File: src/smai_pkg.sv
package smai_pkg;

    // Register offsets (byte addresses, one aligned word each)
    localparam logic [11:0] ADDR_ATTR_LOW    = 12'h038;
    localparam logic [11:0] ADDR_ATTR_HIGH   = 12'h03c;
    localparam logic [11:0] ADDR_XLAT_CTRL   = 12'h030;
    localparam logic [11:0] ADDR_AUX_CTRL    = 12'h004;
    localparam logic [11:0] ADDR_TRIG_LO     = 12'h800;
    localparam logic [11:0] ADDR_TRIG_HI     = 12'h804;
    localparam logic [11:0] ADDR_RESULT_LO   = 12'h050;
    localparam logic [11:0] ADDR_RESULT_HI   = 12'h054;
    localparam logic [11:0] ADDR_XLAT_STATUS = 12'h8f0;

    // Field positions
    localparam int EXT_ADDR_BIT  = 31;
    localparam int IDX_HI_BIT    = 2;
    localparam int BYTE_W        = 8;
    localparam int ADDR_LSB      = 12;
    localparam int STATUS_ACTIVE = 0;

    // Reset values
    localparam logic [31:0] RST_WORD = 32'h0000_0000;

    // Translation latency in core cycles
    localparam logic [3:0] XLAT_CYCLES = 4'h4;

    // Nibble encodings
    localparam logic [3:0] NIB_ZERO    = 4'h0;
    localparam logic [3:0] NIB_NONCACH = 4'h4;
    localparam logic [3:0] NIB_DEV_RO  = 4'h8;
    localparam logic [3:0] NIB_DEV_GRO = 4'hc;

    typedef enum logic [2:0] {
        SMAI_MEM_DEV_STRICT  = 3'h0,
        SMAI_MEM_DEV_EARLY   = 3'h1,
        SMAI_MEM_DEV_REORDER = 3'h2,
        SMAI_MEM_DEV_GATHER  = 3'h3,
        SMAI_MEM_NORMAL      = 3'h4,
        SMAI_MEM_UNPRED      = 3'h7
    } smai_mem_type_e;

    // Cache policy of one level
    typedef enum logic [1:0] {
        SMAI_CP_NONE = 2'h0,
        SMAI_CP_NC   = 2'h1,
        SMAI_CP_WT   = 2'h2,
        SMAI_CP_WB   = 2'h3
    } smai_cpol_e;

    typedef enum logic [1:0] {
        SMAI_XS_IDLE = 2'h0,
        SMAI_XS_BUSY = 2'h1,
        SMAI_XS_DONE = 2'h3
    } smai_xlat_state_e;

endpackage

File: src/smai_attr_if.sv
`timescale 1ns/1ps
interface smai_attr_if;
    logic [7:0]                  attr_byte;
    smai_pkg::smai_mem_type_e    mem_type;
    smai_pkg::smai_cpol_e        outer_pol;
    smai_pkg::smai_cpol_e        inner_pol;
    logic                        outer_transient;
    logic                        inner_transient;
    logic [1:0]                  outer_alloc;
    logic [1:0]                  inner_alloc;

    modport top (output attr_byte,
                 input  mem_type, outer_pol, inner_pol,
                 input  outer_transient, inner_transient,
                 input  outer_alloc, inner_alloc);
    modport dec (input  attr_byte,
                 output mem_type, outer_pol, inner_pol,
                 output outer_transient, inner_transient,
                 output outer_alloc, inner_alloc);
endinterface

File: src/smai_attr_decode.sv
`timescale 1ns/1ps
module smai_attr_decode (
    smai_attr_if.dec  a
);

    wire [3:0] hi_nib = a.attr_byte[7:4];
    wire [3:0] lo_nib = a.attr_byte[3:0];

    function automatic smai_pkg::smai_cpol_e nib_pol(input logic [3:0] n);
        if (n == smai_pkg::NIB_NONCACH) begin
            nib_pol = smai_pkg::SMAI_CP_NC;
        end else if (n[3] == 1'b0 && n[1:0] == 2'b00) begin
            // RW of zero in the transient rows is unsupported
            nib_pol = smai_pkg::SMAI_CP_NONE;
        end else begin
            nib_pol = n[2] ? smai_pkg::SMAI_CP_WB : smai_pkg::SMAI_CP_WT;
        end
    endfunction

    // =====================================================
    // Outer and inner policy
    wire smai_pkg::smai_cpol_e outer_w = nib_pol(hi_nib);
    wire smai_pkg::smai_cpol_e inner_w = nib_pol(lo_nib);
    wire is_dev = (hi_nib == smai_pkg::NIB_ZERO);

    assign a.outer_pol       = is_dev ? smai_pkg::SMAI_CP_NONE : outer_w;
    assign a.inner_pol       = is_dev ? smai_pkg::SMAI_CP_NONE : inner_w;
    // Transience is only a hint passed on to the memory system
    assign a.outer_transient = !is_dev && !hi_nib[3] &&
                               (outer_w != smai_pkg::SMAI_CP_NC);
    assign a.inner_transient = !is_dev && !lo_nib[3] &&
                               (inner_w != smai_pkg::SMAI_CP_NC);
    assign a.outer_alloc     = is_dev ? 2'b00 : hi_nib[1:0];
    assign a.inner_alloc     = is_dev ? 2'b00 : lo_nib[1:0];

    // =====================================================
    // Memory type
    smai_pkg::smai_mem_type_e dev_type;
    always_comb begin
        case (lo_nib)
            smai_pkg::NIB_ZERO:    dev_type = smai_pkg::SMAI_MEM_DEV_STRICT;
            smai_pkg::NIB_NONCACH: dev_type = smai_pkg::SMAI_MEM_DEV_EARLY;
            smai_pkg::NIB_DEV_RO:  dev_type = smai_pkg::SMAI_MEM_DEV_REORDER;
            smai_pkg::NIB_DEV_GRO: dev_type = smai_pkg::SMAI_MEM_DEV_GATHER;
            default:               dev_type = smai_pkg::SMAI_MEM_UNPRED;
        endcase
    end

    wire norm_bad = (outer_w == smai_pkg::SMAI_CP_NONE) ||
                    (lo_nib == smai_pkg::NIB_ZERO) ||
                    (inner_w == smai_pkg::SMAI_CP_NONE);

    assign a.mem_type = is_dev ? dev_type :
                        norm_bad ? smai_pkg::SMAI_MEM_UNPRED :
                        smai_pkg::SMAI_MEM_NORMAL;

endmodule

File: src/smai_ctx_bank.sv
`timescale 1ns/1ps
module smai_ctx_bank (
    input  wire logic        i_core_clk,
    input  wire logic        i_srst,
    input  wire logic [11:0] i_addr,
    input  wire logic [31:0] i_wdata,
    input  wire logic        i_wr,
    input  wire logic        i_rd,
    output logic      [31:0] o_rdata,
    input  wire logic [2:0]  i_attr_select_index,
    output logic      [2:0]  o_mem_type,
    output logic      [1:0]  o_outer_pol,
    output logic      [1:0]  o_inner_pol,
    output logic             o_outer_transient,
    output logic             o_inner_transient,
    output logic      [1:0]  o_outer_alloc,
    output logic      [1:0]  o_inner_alloc,
    output logic             o_xlat_req,
    output logic      [63:0] o_xlat_addr,
    input  wire logic        i_xlat_done,
    input  wire logic [63:0] i_xlat_result,
    output logic             o_extended_address_enable
);

    // =====================================================
    // Registers
    logic [31:0] attr_low_q;
    logic [31:0] attr_high_q;
    logic [31:0] aux_q;
    logic [31:0] xlat_ctrl_q;
    logic [63:0] phys_result_q;
    logic [63:0] xaddr_q;
    smai_pkg::smai_xlat_state_e st_q;
    smai_pkg::smai_xlat_state_e st_d;

    wire wr_low   = i_wr && (i_addr == smai_pkg::ADDR_ATTR_LOW);
    wire wr_high  = i_wr && (i_addr == smai_pkg::ADDR_ATTR_HIGH);
    wire wr_aux   = i_wr && (i_addr == smai_pkg::ADDR_AUX_CTRL);
    wire wr_xctrl = i_wr && (i_addr == smai_pkg::ADDR_XLAT_CTRL);
    wire wr_trig  = i_wr && (i_addr == smai_pkg::ADDR_TRIG_LO);
    wire ext_addr_en = xlat_ctrl_q[smai_pkg::EXT_ADDR_BIT];
    wire active   = (st_q != smai_pkg::SMAI_XS_IDLE);
    // Trigger taken only when idle, so one result lands per trigger
    wire start    = wr_trig && !active;

    always_ff @(posedge i_core_clk) begin
        if (wr_low)  attr_low_q  <= i_wdata;
        if (wr_high) attr_high_q <= i_wdata;
        if (wr_aux)  aux_q       <= i_wdata;
    end

    always_ff @(posedge i_core_clk) begin
        if (i_srst) begin
            xlat_ctrl_q <= smai_pkg::RST_WORD;
        end else if (wr_xctrl) begin
            xlat_ctrl_q <= i_wdata;
        end
    end

    // =====================================================
    // Address translation trigger
    // Older format fills the same bits, so both arms match
    wire [63:0] trig_addr = ext_addr_en ?
        {32'h0000_0000, i_wdata[31:smai_pkg::ADDR_LSB],
         12'h000} :
        {32'h0000_0000, i_wdata[31:smai_pkg::ADDR_LSB],
         12'h000};

    always_comb begin
        case (st_q)
            smai_pkg::SMAI_XS_IDLE:
                st_d = start ? smai_pkg::SMAI_XS_BUSY : smai_pkg::SMAI_XS_IDLE;
            smai_pkg::SMAI_XS_BUSY:
                st_d = i_xlat_done ? smai_pkg::SMAI_XS_DONE
                                   : smai_pkg::SMAI_XS_BUSY;
            smai_pkg::SMAI_XS_DONE:
                st_d = smai_pkg::SMAI_XS_IDLE;
            default:
                st_d = smai_pkg::SMAI_XS_IDLE;
        endcase
    end

    always_ff @(posedge i_core_clk) begin
        if (i_srst) begin
            st_q    <= smai_pkg::SMAI_XS_IDLE;
            xaddr_q       <= {2{smai_pkg::RST_WORD}};
            phys_result_q <= {2{smai_pkg::RST_WORD}};
        end else begin
            st_q <= st_d;
            if (start) begin
                xaddr_q <= trig_addr;
            end
            if (st_q == smai_pkg::SMAI_XS_BUSY && i_xlat_done) begin
                phys_result_q <= i_xlat_result;
            end
        end
    end

    assign o_xlat_req  = (st_q == smai_pkg::SMAI_XS_BUSY);
    assign o_xlat_addr = xaddr_q;
    assign o_extended_address_enable = ext_addr_en;

    // =====================================================
    // Attribute selection
    smai_attr_if ai ();

    wire [31:0] sel_reg = i_attr_select_index[smai_pkg::IDX_HI_BIT] ?
                          attr_high_q : attr_low_q;
    assign ai.attr_byte = sel_reg[{i_attr_select_index[1:0], 3'b000} +:
                                  smai_pkg::BYTE_W];

    smai_attr_decode u_dec (
        .a (ai.dec)
    );

    always_ff @(posedge i_core_clk) begin
        if (i_srst) begin
            o_mem_type        <= 3'h0;
            o_outer_pol       <= 2'h0;
            o_inner_pol       <= 2'h0;
            o_outer_transient <= 1'b0;
            o_inner_transient <= 1'b0;
            o_outer_alloc     <= 2'h0;
            o_inner_alloc     <= 2'h0;
        end else begin
            o_mem_type        <= ai.mem_type;
            o_outer_pol       <= ai.outer_pol;
            o_inner_pol       <= ai.inner_pol;
            o_outer_transient <= ai.outer_transient;
            o_inner_transient <= ai.inner_transient;
            o_outer_alloc     <= ai.outer_alloc;
            o_inner_alloc     <= ai.inner_alloc;
        end
    end

    // =====================================================
    // Read port
    logic [31:0] rd_d;
    always_comb begin
        case (i_addr)
            smai_pkg::ADDR_ATTR_LOW:  rd_d = attr_low_q;
            smai_pkg::ADDR_ATTR_HIGH: rd_d = attr_high_q;
            smai_pkg::ADDR_AUX_CTRL:  rd_d = aux_q;
            smai_pkg::ADDR_XLAT_CTRL: rd_d = xlat_ctrl_q;
            smai_pkg::ADDR_RESULT_LO: rd_d = phys_result_q[31:0];
            smai_pkg::ADDR_RESULT_HI: rd_d = phys_result_q[63:32];
            smai_pkg::ADDR_XLAT_STATUS:
                rd_d = {31'h0, active};
            default:                  rd_d = 32'h0000_0000;
        endcase
    end

    always_ff @(posedge i_core_clk) begin
        if (i_srst) begin
            o_rdata <= 32'h0000_0000;
        end else begin
            o_rdata <= i_rd ? rd_d : 32'h0000_0000;
        end
    end

endmodule

File: config.mk
export PLATFORM = sky130hd
export DESIGN_NAME = smai_ctx_bank
export DESIGN_NICKNAME = d
export VERILOG_FILES = /design/src/smai_pkg.sv /design/src/smai_attr_if.sv /design/src/smai_attr_decode.sv /design/src/smai_ctx_bank.sv
export SDC_FILE = /design/constraint.sdc
export NUM_CORES = 1
export LEC_CHECK = 0
export BUFFER_PORTS_ARGS = -buffer_cell sky130_fd_sc_hd__buf_2
export CELL_PAD_IN_SITES_DETAIL_PLACEMENT = 0
export CELL_PAD_IN_SITES_GLOBAL_PLACEMENT = 1
export CORE_UTILIZATION = 42
export CTS_CLUSTER_SIZE = 25
export DETAILED_ROUTE_END_ITERATION = 10
export GPL_TIMING_DRIVEN = 0
export PLACE_DENSITY = 0.76
export SYNTH_ARGS = -nofsm -noshare
export SYNTH_HDL_FRONTEND = slang
export SYNTH_SLANG_ARGS = --single-unit
File: constraint.sdc
create_clock -name i_core_clk -period 3.4 [get_ports i_core_clk]
set_clock_uncertainty 0.2 [all_clocks]
set_input_delay 0.17 -clock i_core_clk [delete_from_list [all_inputs] [get_ports i_core_clk]]
set_output_delay 0.17 -clock i_core_clk [all_outputs]
set_load 0.01 [all_outputs]
Word level (Yosys, flattened, before mapping) --
Cells that the tools add are included.
Storage, ports and cells: output and inout port bits 111, input bits 116, logic and storage cells 77, register bits after elaboration 259
Operators by class: reductions and logical operators 29, multiplexer cells 14, equal/unequal tests 15, bitwise operators 3, shift-type cells 1
Operator list (number):
- 32-bit one-hot mux with 7 select lines | 1
- 12-bit by 6-bit equality test with 1-bit output, second input constant | 3
- 32-bit 2-to-1 mux | 1
- 32-bit by 6-bit variable part select with 8-bit output | 1
- 12-bit equality test, second input constant | 2
- 12-bit by 7-bit equality test with 1-bit output, second input constant | 2
- 1-bit logical AND | 13
- 12-bit by 3-bit equality test with 1-bit output, second input constant | 1
- 2-bit 2-to-1 mux | 6
- 3-bit one-hot mux with 4 select lines | 1
- 2-bit logical NOT | 5
- 4-bit by 3-bit equality test with 1-bit output, second input constant | 2
- 4-bit equality test, second input constant | 2
- 4-bit logical NOT | 2
- 1-bit logical NOT | 4
- 2-bit by 1-bit inequality test with 1-bit output, second input constant | 2
- 2-bit one-hot mux with 2 select lines | 1
- 2-bit OR reduction | 2
- 1-bit 2-to-1 mux | 3
- 3-bit 2-to-1 mux | 1
- 1-bit NOT | 3
- 2-bit by 1-bit equality test with 1-bit output, second input constant | 1
- 1-bit logical OR | 2
- 2-bit nonzero test | 1

Depth between registers and ports, before layout --
Gate-level depths: netlist (run 1).
word-level depth 11, depth in mapped cells 7, gate-level depth less buffers 5

Modules after synthesis --
From an unflattened synthesis (run 1), not the netlist that was laid out.
Unflattened totals: cell total of the unflattened synthesis 1047, area, all modules 11189.5 µm²
By module, submodules not included:
- smai_ctx_bank | times used 1, cells an instance 1028, area each 11053.1 µm², sequential area each 6145.9 µm²
- smai_attr_decode | times used 1, cells an instance 19, area each 136.4 µm², sequential area each 0.0 µm²

Worst setup path before layout (run 1) --
No wires, ideal clock.
path kind in2reg, from input port i_addr[1], to register attr_high_q[0], enable pin, slack 0.467 ns, arrival 2.340 ns, path buffers 2, stages on the path 6, data required time 2.808 ns, cells stage by stage or4_1 > nor3_1 > and3_1 > clkbuf_1 > buf_2 > and3_1
On the way: cells in the longest elaborated chain, start to end 2
Ends and longest elaborated chain:
- start, declared | line smai_ctx_bank.sv:5 | input wire logic [11:0] i_addr,
- 12-bit by 6-bit equality test with 1-bit output | line smai_ctx_bank.sv:37 | wire wr_high = i_wr && (i_addr == smai_pkg::ADDR_ATTR_HIGH);
- 1-bit logical AND | line smai_ctx_bank.sv:37
- net wr_high | line smai_ctx_bank.sv:37
- end signal, assigned | line smai_ctx_bank.sv:48 | if (wr_high) attr_high_q <= i_wdata;
- end, declared | line smai_ctx_bank.sv:28 | logic [31:0] attr_high_q;
The timed path passes the listed nets, and every way through them passes these cells. A chain may end at the register's enable or synchronous reset.

Worst setup path in the final report (run 1) --
from input port i_addr[11], to register o_rdata[0]
On the way: cells in the longest elaborated chain, start to end 2, elaborated cells on any way between the ends 8, classes of those cells 7 x eq/ne; 1 x mux
Ends and longest elaborated chain:
- 12-bit equality test (tied with other cells) | line smai_ctx_bank.sv:140 | case (i_addr)
- 32-bit one-hot mux with 7 select lines * | line smai_ctx_bank.sv:140
- end signal, assigned | line smai_ctx_bank.sv:157 | o_rdata <= i_rd ? rd_d : 32'h0000_0000;
- end, declared | line smai_ctx_bank.sv:9 | output logic [31:0] o_rdata,
Mark *: on every way between the ends. The rest lies on a longest branch, timed or not.

==> impl_metrics.csv, run 1 <==
group,metric,value,unit
run_status,status,"complete, no violations",
floorplanning,ios,227,
cts,cts.sinks,259,
grt,grt_use_total,24.8,%
grt,grt_antenna_before_repair,1,
finish,final_cell_mix,"197 x buf_2, 196 x nand2_1, 163 x dfxtp_1",
route,routed_wl,32000,um
route,drt_iter0_drc,868,
worst_setup_path,path_class,"in -> reg",
worst_setup_path,cp.required,3.62,ns
cts,cts_tree,"done",
synth,avgSynthCellArea,11.1,um^2
synth,synth_mux_area_share,13.5,%
synth,synth_top_family_by_area,"multiplexers",
synth,ys_types,43,
floorplanning,die_x,160,um
sta,timing.final.crit_period,3.03,ns
grt,use_met2,39.1,%
synth,synthSimpleGateAreaFrac,11.9,%
route,drc,0,
finish,num-fill-cells,2144,
cts,clk_pin_slew,0.06,ns
sta,worst_pin_slew,1.09,ns
grt,grt_max_degree,33,
grt,globalRouteMet3Util,4.73,%
synth,synthCells,944,
worst_hold_path,hold_path.class,"in -> reg",
synth,synthArstFlopShare,0,%
finish,area_growth,32.4,%
cts,cts.path.max_buffers,3,
floorplanning,die-area,25600,um^2
sta,rsz0062_at_grt,"false",
finish,final_common_cell,"buf_2",
cts,htreeDepth,1,
place,port_buffers,177,
floorplanning,core,24400,um^2
sta,relSlewSlack,25.9,%
synth,ys_warn_count,0,
synth,synth_xor_area_share,0,%
synth,synthAdderAreaFrac,0,%
grt,gr-total-overflow,0,
sta,finalHoldViolations,0,
place,place.gp.congestion,0.872,
floorplanning,start_util,43.0,%
synth,synth_edf_count,96,
route,avgRoutedWirePerCell,19.4,um
worst_setup_path,worstSetupStartpointType,"primary input",
grt,grt_pass1_vias,8125,
pwr,total_power,6.58,mW
synth,synth_compound_area_share,9.63,%
pwr,powerDensity,474,nW/um^2
floorplanning,num_rows,57,
place,post_dp_cell_area,11900,um^2
worst_setup_path,worst-path-max-fanout,5,
route,routed_via_density,5.13,
run,cap_violations,0,
sta,fin_crit_sh,89.2,%
place,dp_hpwl,22300,um
finish,final_cell_area,13900,um^2
floorplanning,die_h,160,um
sta,drv_slew,0,
synth,ys_seq_area_share,58.6,%
cts,clock_latency,0.54,ns
sta,setup_tns,0,ns
route,drt_first_pass_iters,8,
pwr,peakVddDrop,0.306,mV
synth,yosys_register_bits,259,
grt,busiest_layer,"met2",
grt,grt_pass1_wl,48100,um
grt,met1_usage,34.7,%
sta,fmax,330,MHz
route,ant_nets,0,
pwr,p_leak,5.28,nW
finish,num-nets-final,1414,
route,num_vias,8447,
cts,root_buffer,"clkbuf_16",
cts,cts_inserted_buffers,28,
finish,post_route_cells_drive_above_1_share,28.9,%
worst_setup_path,arrival,3.25,ns
worst_setup_path,end_kind,"flop",
synth,synth_top_flop_cell,"dfxtp_1",
synth,syn_area,10500,um^2
sta,setup_viol,0,
cell usage after synthesis (all sizes together), types with 3 or more instances:
master | count | area share [%]
o21ai | 4 | 0.23
clkbuf | 44 | 1.7
inv | 3 | 0.11
mux4 | 16 | 3.6
mux2 | 69 | 7.5
nand2 | 196 | 7.0
buf | 69 | 4.6
a222oi | 32 | 3.1
a21oi | 130 | 6.2
nor2 | 32 | 1.2
and2 | 6 | 0.36
dfxtp | 163 | 31
nand3 | 36 | 1.7
nor3 | 5 | 0.24
edfxtp | 96 | 27
mux2i | 23 | 2.4
and3 | 4 | 0.24
state kept, by name (all words and copies together) (netlist names), 3 cells and up:
name,flops
o_mem_type,3
attr_low_q,32
phys_result_q,64
attr_high_q,32
xlat_ctrl_q,32
aux_q,32
o_xlat_addr,20
o_rdata,32
timing repair:
| action | 4_1_cts | 5_1_grt |
|---|---|---|
| setup endpoints to repair | 0 | 64 |
| resized for setup | 0 | 2 |
| setup buffers | 0 | 0 |
| hold buffers | 104 | 0 |
| hold endpoints to repair | 226 | 0 |
routing by layer:
metal	routed length [um]	part of all wire, %
met1	13900	43
met2	14600	46
met3	2810	8.8
met4	603	1.9
met5	0	0
area by class of cell:
class / instances / area (um^2) / share of cell area [%]
Multi-Input combinational cell: 612 / 3840 / 27.7
Antenna cell: 1 / 2.50 / 0.0180
Sequential cell: 259 / 6150 / 44.3
Tap cell: 324 / 405 / 2.92
Clock inverter: 12 / 62.6 / 0.450
Clock buffer: 40 / 828 / 5.96
Inverter: 3 / 11.3 / 0.0811
Buffer: 113 / 659 / 4.75
Timing Repair Buffer: 281 / 1930 / 13.9
metrics by stage:
step / hold slack (ns) / std cells / worst slack [ns] / util [%]
4_1_cts: 0.00748 / 1644 / 0.267 / 56.9
2_1_floorplan: 0.0689 / 987 / 0.467 / -
5_1_grt: 0.0614 / 1645 / 0.206 / 56.9
3_5_place_dp: 0.199 / 1488 / -0.0439 / 49.0
6_report: 0.0254 / 1645 / 0.366 / 56.9
3_3_place_gp: 0.194 / 1488 / -0.618 / 49.0
final timing paths:
check / from / to / slack, ns / cells after the start
max: i_addr[11] / o_rdata[0] / 0.37 / 8
max reg2reg: attr_low_q[7] / o_inner_transient / 1.06 / 5
min reg2reg: phys_result_q[56] / phys_result_q[56] / 0.25 / 2
min: i_xlat_done / st_q[1] / 0.03 / 4
critical path: stages:
cell,delay [ns]
dlygate4sd3_1,0.57
buf_2,0.15
nand4bb_1,0.10
dlygate4sd3_1,0.56
nor2_1,0.06
o311ai_1,0.92
a31oi_1,0.11
dlygate4sd3_1,0.61
cells by family after synthesis:
family,Yosys count
AND/OR/NAND/NOR,292
flip-flops,259
AO/OA/AOI/OAI,168
buffers and inverters,116
multiplexers,108
other,1
power breakdown:
part	switching [mW]	internal [mW]	total [mW]
clock	1.22	1.69	2.91
combinational	0.212	0.228	0.440
sequential	0.00408	3.22	3.23
total	1.44	5.14	6.58
Note: power is estimated with default switching activity, not from simulation.
==> run 2, diff against run 1 <==
--- a/config.mk
+++ b/config.mk
@@ -12,7 +12,7 @@
 export CTS_CLUSTER_SIZE = 25
 export DETAILED_ROUTE_END_ITERATION = 10
 export GPL_TIMING_DRIVEN = 0
-export PLACE_DENSITY = 0.76
+export PLACE_DENSITY_LB_ADDON = 0.1
 export SYNTH_ARGS = -nofsm -noshare
 export SYNTH_HDL_FRONTEND = slang
 export SYNTH_SLANG_ARGS = --single-unit
==> impl_metrics.csv, run 2 (synthesized netlist as in run 1, its figures left out) <==
group,metric,value,unit
sta,relSlewSlack,34.4,%
worst_setup_path,arrival,3.23,ns
pwr,powerDensity,481,nW/um^2
finish,post_route_cells_drive_above_1_share,28.9,%
place,dp_hpwl,22600,um
finish,stdcell_count,1639,
floorplanning,die_x,160,um
cts,cts.sinks,259,
sta,fin_crit_sh,96.5,%
run,cap_violations,0,
floorplanning,ios,227,
cts,clk_pin_slew,0.06,ns
pwr,total_power,6.68,mW
grt,gr-total-overflow,0,
finish,final_cell_mix,"197 x buf_2, 196 x nand2_1, 163 x dfxtp_1",
grt,grt_use_total,24.7,%
sta,drv_slew,0,
route,drt_iter0_drc,758,
floorplanning,core,24400,um^2
finish,area_growth,32.4,%
place,place.gp.congestion,0.857,
sta,fmax,305,MHz
worst_setup_path,cp.required,3.35,ns
pwr,peakVddDrop,0.314,mV
worst_setup_path,worstSetupStartpointType,"primary input",
route,drc,0,
cts,clock_latency,0.53,ns
sta,rsz0062_at_grt,"true",
floorplanning,start_util,43.0,%
route,avgRoutedWirePerCell,19.6,um
route,num_vias,8348,
finish,num-nets-final,1411,
route,routed_wl,32200,um
worst_setup_path,end_kind,"flop",
cts,cts_tree,"done",
sta,setup_tns,0,ns
floorplanning,die-area,25600,um^2
sta,finalHoldViolations,0,
place,place_inst,1488,
grt,grt_max_degree,33,
finish,num-fill-cells,2182,
cts,cts.path.max_buffers,3,
finish,largest-register,"phys_result_q",
cts,root_buffer,"clkbuf_16",
sta,timing.final.crit_period,3.28,ns
cts,htreeDepth,1,
sta,worst_pin_slew,0.969,ns
route,ant_nets,0,
grt,grt_antenna_before_repair,0,
worst_setup_path,worst-path-max-fanout,32,
place,port_buffers,177,
worst_setup_path,path_class,"in -> reg",
floorplanning,num_rows,57,
sta,timing.hold.ws,0.0226,ns
cts,cts_inserted_buffers,27,
floorplanning,die_h,160,um
finish,largest_reg_flops,64,
finish,final_common_cell,"buf_2",
grt,grt_pass1_wl,47400,um
cts,cts_resized,0,
finish,antenna_cells,0,
route,drt_first_pass_iters,8,
run_status,status,"complete, no violations",
route,routed_via_density,5.09,
worst_hold_path,hold_path.class,"in -> reg",
sta,setup_viol,0,
pwr,p_leak,5.28,nW
grt,grt_pass1_vias,8073,
==> run 2: changes by cell type in the layout (fill, tap and decap cells not counted), sizes merged <==
cell and change:
bufinv +3, diode -1, clkinvlp +2, clkbuf -6, clkinv -2, dlygate4sd3 -2
==> run 2: worst paths after layout <==
| path | from | end | slack [ns] | cells past startpoint |
|---|---|---|---|---|
| max | i_addr[4] | attr_high_q[9] | 0.12 | 7 |
| min | i_addr[10] | o_rdata[0] | 0.02 | 5 |
| min reg2reg | phys_result_q[32] | phys_result_q[32] | 0.25 | 2 |
| max reg2reg | attr_high_q[7] | o_inner_transient | 1.09 | 5 |
==> run 2: layout make-up <==
type	count	area (um^2)	area share (%)
Buffer	113	659	4.75
Tap cell	324	405	2.92
Clock buffer	34	763	5.50
Timing Repair Buffer	279	1910	13.7
Clock inverter	15	154	1.11
Sequential cell	259	6150	44.3
Inverter	3	11.3	0.0811
Multi-Input combinational cell	612	3840	27.6
==> run 2: where the power goes <==
group,leakage [nW],switching [mW],internal (mW),total [mW]
logic,2.65,0.210,0.228,0.438
clock network,0.449,1.20,1.81,3.01
registers,2.18,0.00559,3.22,3.23
total,5.28,1.42,5.26,6.68
==> run 2: metrics by stage <==
step,cell area (um^2),util [%],setup slack [ns]
finish,13900,56.9,0.120
detailed placement,11900,49.0,-0.116
global route,13900,56.9,-0.0217
global placement,11900,49.0,-0.680
floorplan,10700,-,0.467
CTS,13900,56.9,0.170
==> run 2: critical path, stage by stage <==
cell           delay [ns]
dlygate4sd3_1        0.54
buf_2                0.13
nor4bb_1             0.54
and3_1               0.23
clkbuf_1             0.38
buf_2                0.38
and3_2               0.83
==> run 2: repair_timing <==
| action | in CTS | in global routing |
|---|---|---|
| endpoints found under the setup margin | 0 | 63 |
| setup buffers | 0 | 0 |
| endpoints found under the hold margin | 227 | 0 |
| hold buffers | 102 | 0 |
==> run 2: metal layers <==
layer  GRT usage [%]  share of wire, %
met5               0                 0
met1            34.7                45
met4            7.66               2.7
met2            39.5                45
met3            3.30               7.8
==> run 3, diff against run 2 <==
--- a/config.mk
+++ b/config.mk
@@ -5,10 +5,11 @@
 export SDC_FILE = /design/constraint.sdc
 export NUM_CORES = 1
 export LEC_CHECK = 0
+export ABC_AREA = 1
 export BUFFER_PORTS_ARGS = -buffer_cell sky130_fd_sc_hd__buf_2
 export CELL_PAD_IN_SITES_DETAIL_PLACEMENT = 0
 export CELL_PAD_IN_SITES_GLOBAL_PLACEMENT = 1
-export CORE_UTILIZATION = 42
+export CORE_UTILIZATION = 41
 export CTS_CLUSTER_SIZE = 25
 export DETAILED_ROUTE_END_ITERATION = 10
 export GPL_TIMING_DRIVEN = 0
==> impl_metrics.csv, run 3 <==
group,metric,value,unit
run_status,status,"finished, violations left",
run_status,violations,"design-rule violations, max-capacitance violations",
synth,synth_compound_area_share,10.1,%
cts,clock_latency,0.54,ns
finish,post_route_cells_drive_above_1_share,20.5,%
synth,avgSynthCellArea,8.50,um^2
route,num_vias,9819,
synth,ys_warn_count,0,
pwr,p_leak,6.11,nW
place,preCtsSetupSlack,0.926,ns
synth,synth.top_cell.area_share,29.7,%
floorplanning,start_util,42.0,%
route,routed_via_density,4.89,
finish,area_growth,32.2,%
route,ant_nets,0,
route,drt_first_pass_iters,8,
place,port_buffers,177,
worst_setup_path,rrSetupSlack,1.29,ns
route,routed_wl,35100,um
synth,synthAdderAreaFrac,0,%
floorplanning,core,26100,um^2
finish,antenna_cells,0,
synth,yosysTopAreaCell,"dfxtp_1",
grt,grt_use_total,25.4,%
grt,gr-total-overflow,0,
place,dp_hpwl,25000,um
sta,setup_ws,0.856,ns
sta,worst_pin_slew,1.48,ns
grt,grt_max_degree,26,
finish,final_common_cell,"nand2_1",
synth,synth_top_family_by_area,"simple AND/OR/NAND/NOR gates",
worst_hold_path,hold_path.class,"in -> reg",
synth,yosys-top-cells-count,"266 x nand2_1, 163 x dfxtp_1, 135 x nand3_1, 123 x inv_1, 114 x nor2_1",
synth,synthArstFlopShare,0,%
sta,setup_viol,0,
grt,grt_antenna_before_repair,0,
finish,multiInputGateArea,3860,um^2
floorplanning,die-area,27400,um^2
route,avgRoutedWirePerCell,17.5,um
route,drt_iter0_drc,776,
grt,grt_pass1_vias,9325,
sta,fmax,393,MHz
synth,synth_xor_area_share,0,%
synth,synthSimpleGateAreaFrac,23.4,%
synth,syn_area,11000,um^2
synth,ys_types,32,
finish,stdcell_count,2006,
floorplanning,ios,227,
worst_setup_path,cp.required,3.65,ns
synth,synth_area_leaders,"dfxtp_1 30%, edfxtp_1 26%, nand2_1 9.1%, nand3_1 6.2%, a21oi_1 4.5%",
cts,cts.path.max_buffers,3,
finish,final_cell_mix,"266 x nand2_1, 202 x buf_2, 163 x dfxtp_1",
route,drc,34,
pwr,powerDensity,461,nW/um^2
sta,finalHoldViolations,0,
floorplanning,die_x,166,um
finish,num-fill-cells,2518,
cts,cts_setup_buffers,0,
cts,root_buffer,"clkbuf_16",
floorplanning,num_rows,59,
synth,synthCells,1291,
floorplanning,die_h,166,um
finish,num-nets-final,1766,
finish,final_util,55.5,%
synth,synth_top_flop_cell,"dfxtp_1",
cts,cts_inserted_buffers,28,
cts,clk_pin_slew,0.06,ns
finish,largest_reg_flops,64,
sta,timing.final.crit_period,2.54,ns
sta,fin_crit_sh,74.8,%
grt,grt_pass1_wl,53200,um
synth,synth_edf_count,96,
finish,seqCellArea,6150,um^2
synth,yosys.cell_count.top_type,"nand2_1",
synth,synth_mux_area_share,0,%
finish,largest-register,"phys_result_q",
run,cap_violations,1,
sta,rsz0062_at_grt,"false",
cts,cts.sinks,259,
sta,relSlewSlack,0.705,%
sta,timing.hold.ws,0.0264,ns
worst_setup_path,worst-path-max-fanout,5,
pwr,peakVddDrop,0.282,mV
place,place_inst,1849,
worst_setup_path,end_kind,"flop",
sta,drv_slew,0,
worst_setup_path,path_class,"in -> reg",
cts,cts_tree,"done",
place,place.gp.congestion,0.885,
synth,yosys_register_bits,259,
worst_setup_path,arrival,2.80,ns
synth,ys_seq_area_share,56.0,%
cts,htreeDepth,1,
worst_setup_path,worstSetupStartpointType,"primary input",
## run 3: cell count changes after synthesis, moves of 16 or more
cell | previous run | this run
inv_1 | 3 | 123
nand3_1 | 36 | 135
nor2_1 | 30 | 114
o21ai_0 | 3 | 86
nand2_1 | 196 | 266
mux2_2 | 67 | 0
a222oi_1 | 32 | 0
a21oi_1 | 130 | 99
mux2i_1 | 21 | 0
nand4_1 | 2 | 18
## run 3: cells by family after synthesis
logic type	count (synthesis)
and+or+nand+nor	574
DFF	259
buffers and inverters	244
AOI/OAI and AO/OA	213
other	1
## run 3: path summary, 6_finish.rpt
check | from | to | depth (start not counted)
setup / recovery | i_addr[7] | o_rdata[11] | 9
hold / removal | i_addr[6] | o_rdata[0] | 7
setup reg to reg | st_q[1] | phys_result_q[54] | 6
hold reg to reg | xlat_ctrl_q[30] | xlat_ctrl_q[30] | 2
## run 3: report_power, final
group	internal (mW)	switching, mW	leakage [nW]
clock	1.79	1.22	0.466
sequential	3.22	0.00218	2.18
combinational	0.205	0.249	3.46
total	5.21	1.47	6.11
## run 3: cell type report
| class | instances | share of cell area (%) |
|---|---|---|
| timing repair buffer | 286 | 13.8 |
| multi-input combinational | 831 | 26.6 |
| clock inverter | 8 | 0.302 |
| tap | 335 | 2.89 |
| sequential | 259 | 42.3 |
| clock buffer | 43 | 6.09 |
| buffer | 114 | 4.59 |
| inverter | 130 | 3.36 |
## run 3: per-layer routing
layer / vias up / share of wire, % / wire length (um) / track usage, %
met3: 53 / 6.9 / 2430 / 3.35
met2: 355 / 46 / 16100 / 42.0
met5: - / 0 / 0 / 0
met4: 0 / 2.6 / 911 / 7.68
li1: 4879 / - / - / -
met1: 4532 / 45 / 15600 / 34.6
## run 3: metrics by stage
stage / power [mW] / area, um^2 / TNS (ns)
CTS: 6.73 / 14500 / 0
global placement: 3.65 / 12400 / -82.99
floorplan: 3.48 / 11100 / 0
detailed placement: 3.65 / 12500 / 0
finish: 6.69 / 14500 / 0
global route: 6.90 / 14500 / 0
## run 3: critical path: stages
cell and delay (ns):
dlygate4sd3_1 0.53, buf_2 0.13, nor2_1 0.16, nand2_2 0.16, nor4_1 1.14, nand3_1 0.16
nand3_1 0.15, nor2_1 0.05, nor2_1 0.13
## run 3: timing repair
action | in CTS | in global routing
resized for setup | 0 | 0
hold buffers | 106 | 0
endpoints found under the hold margin | 217 | 0
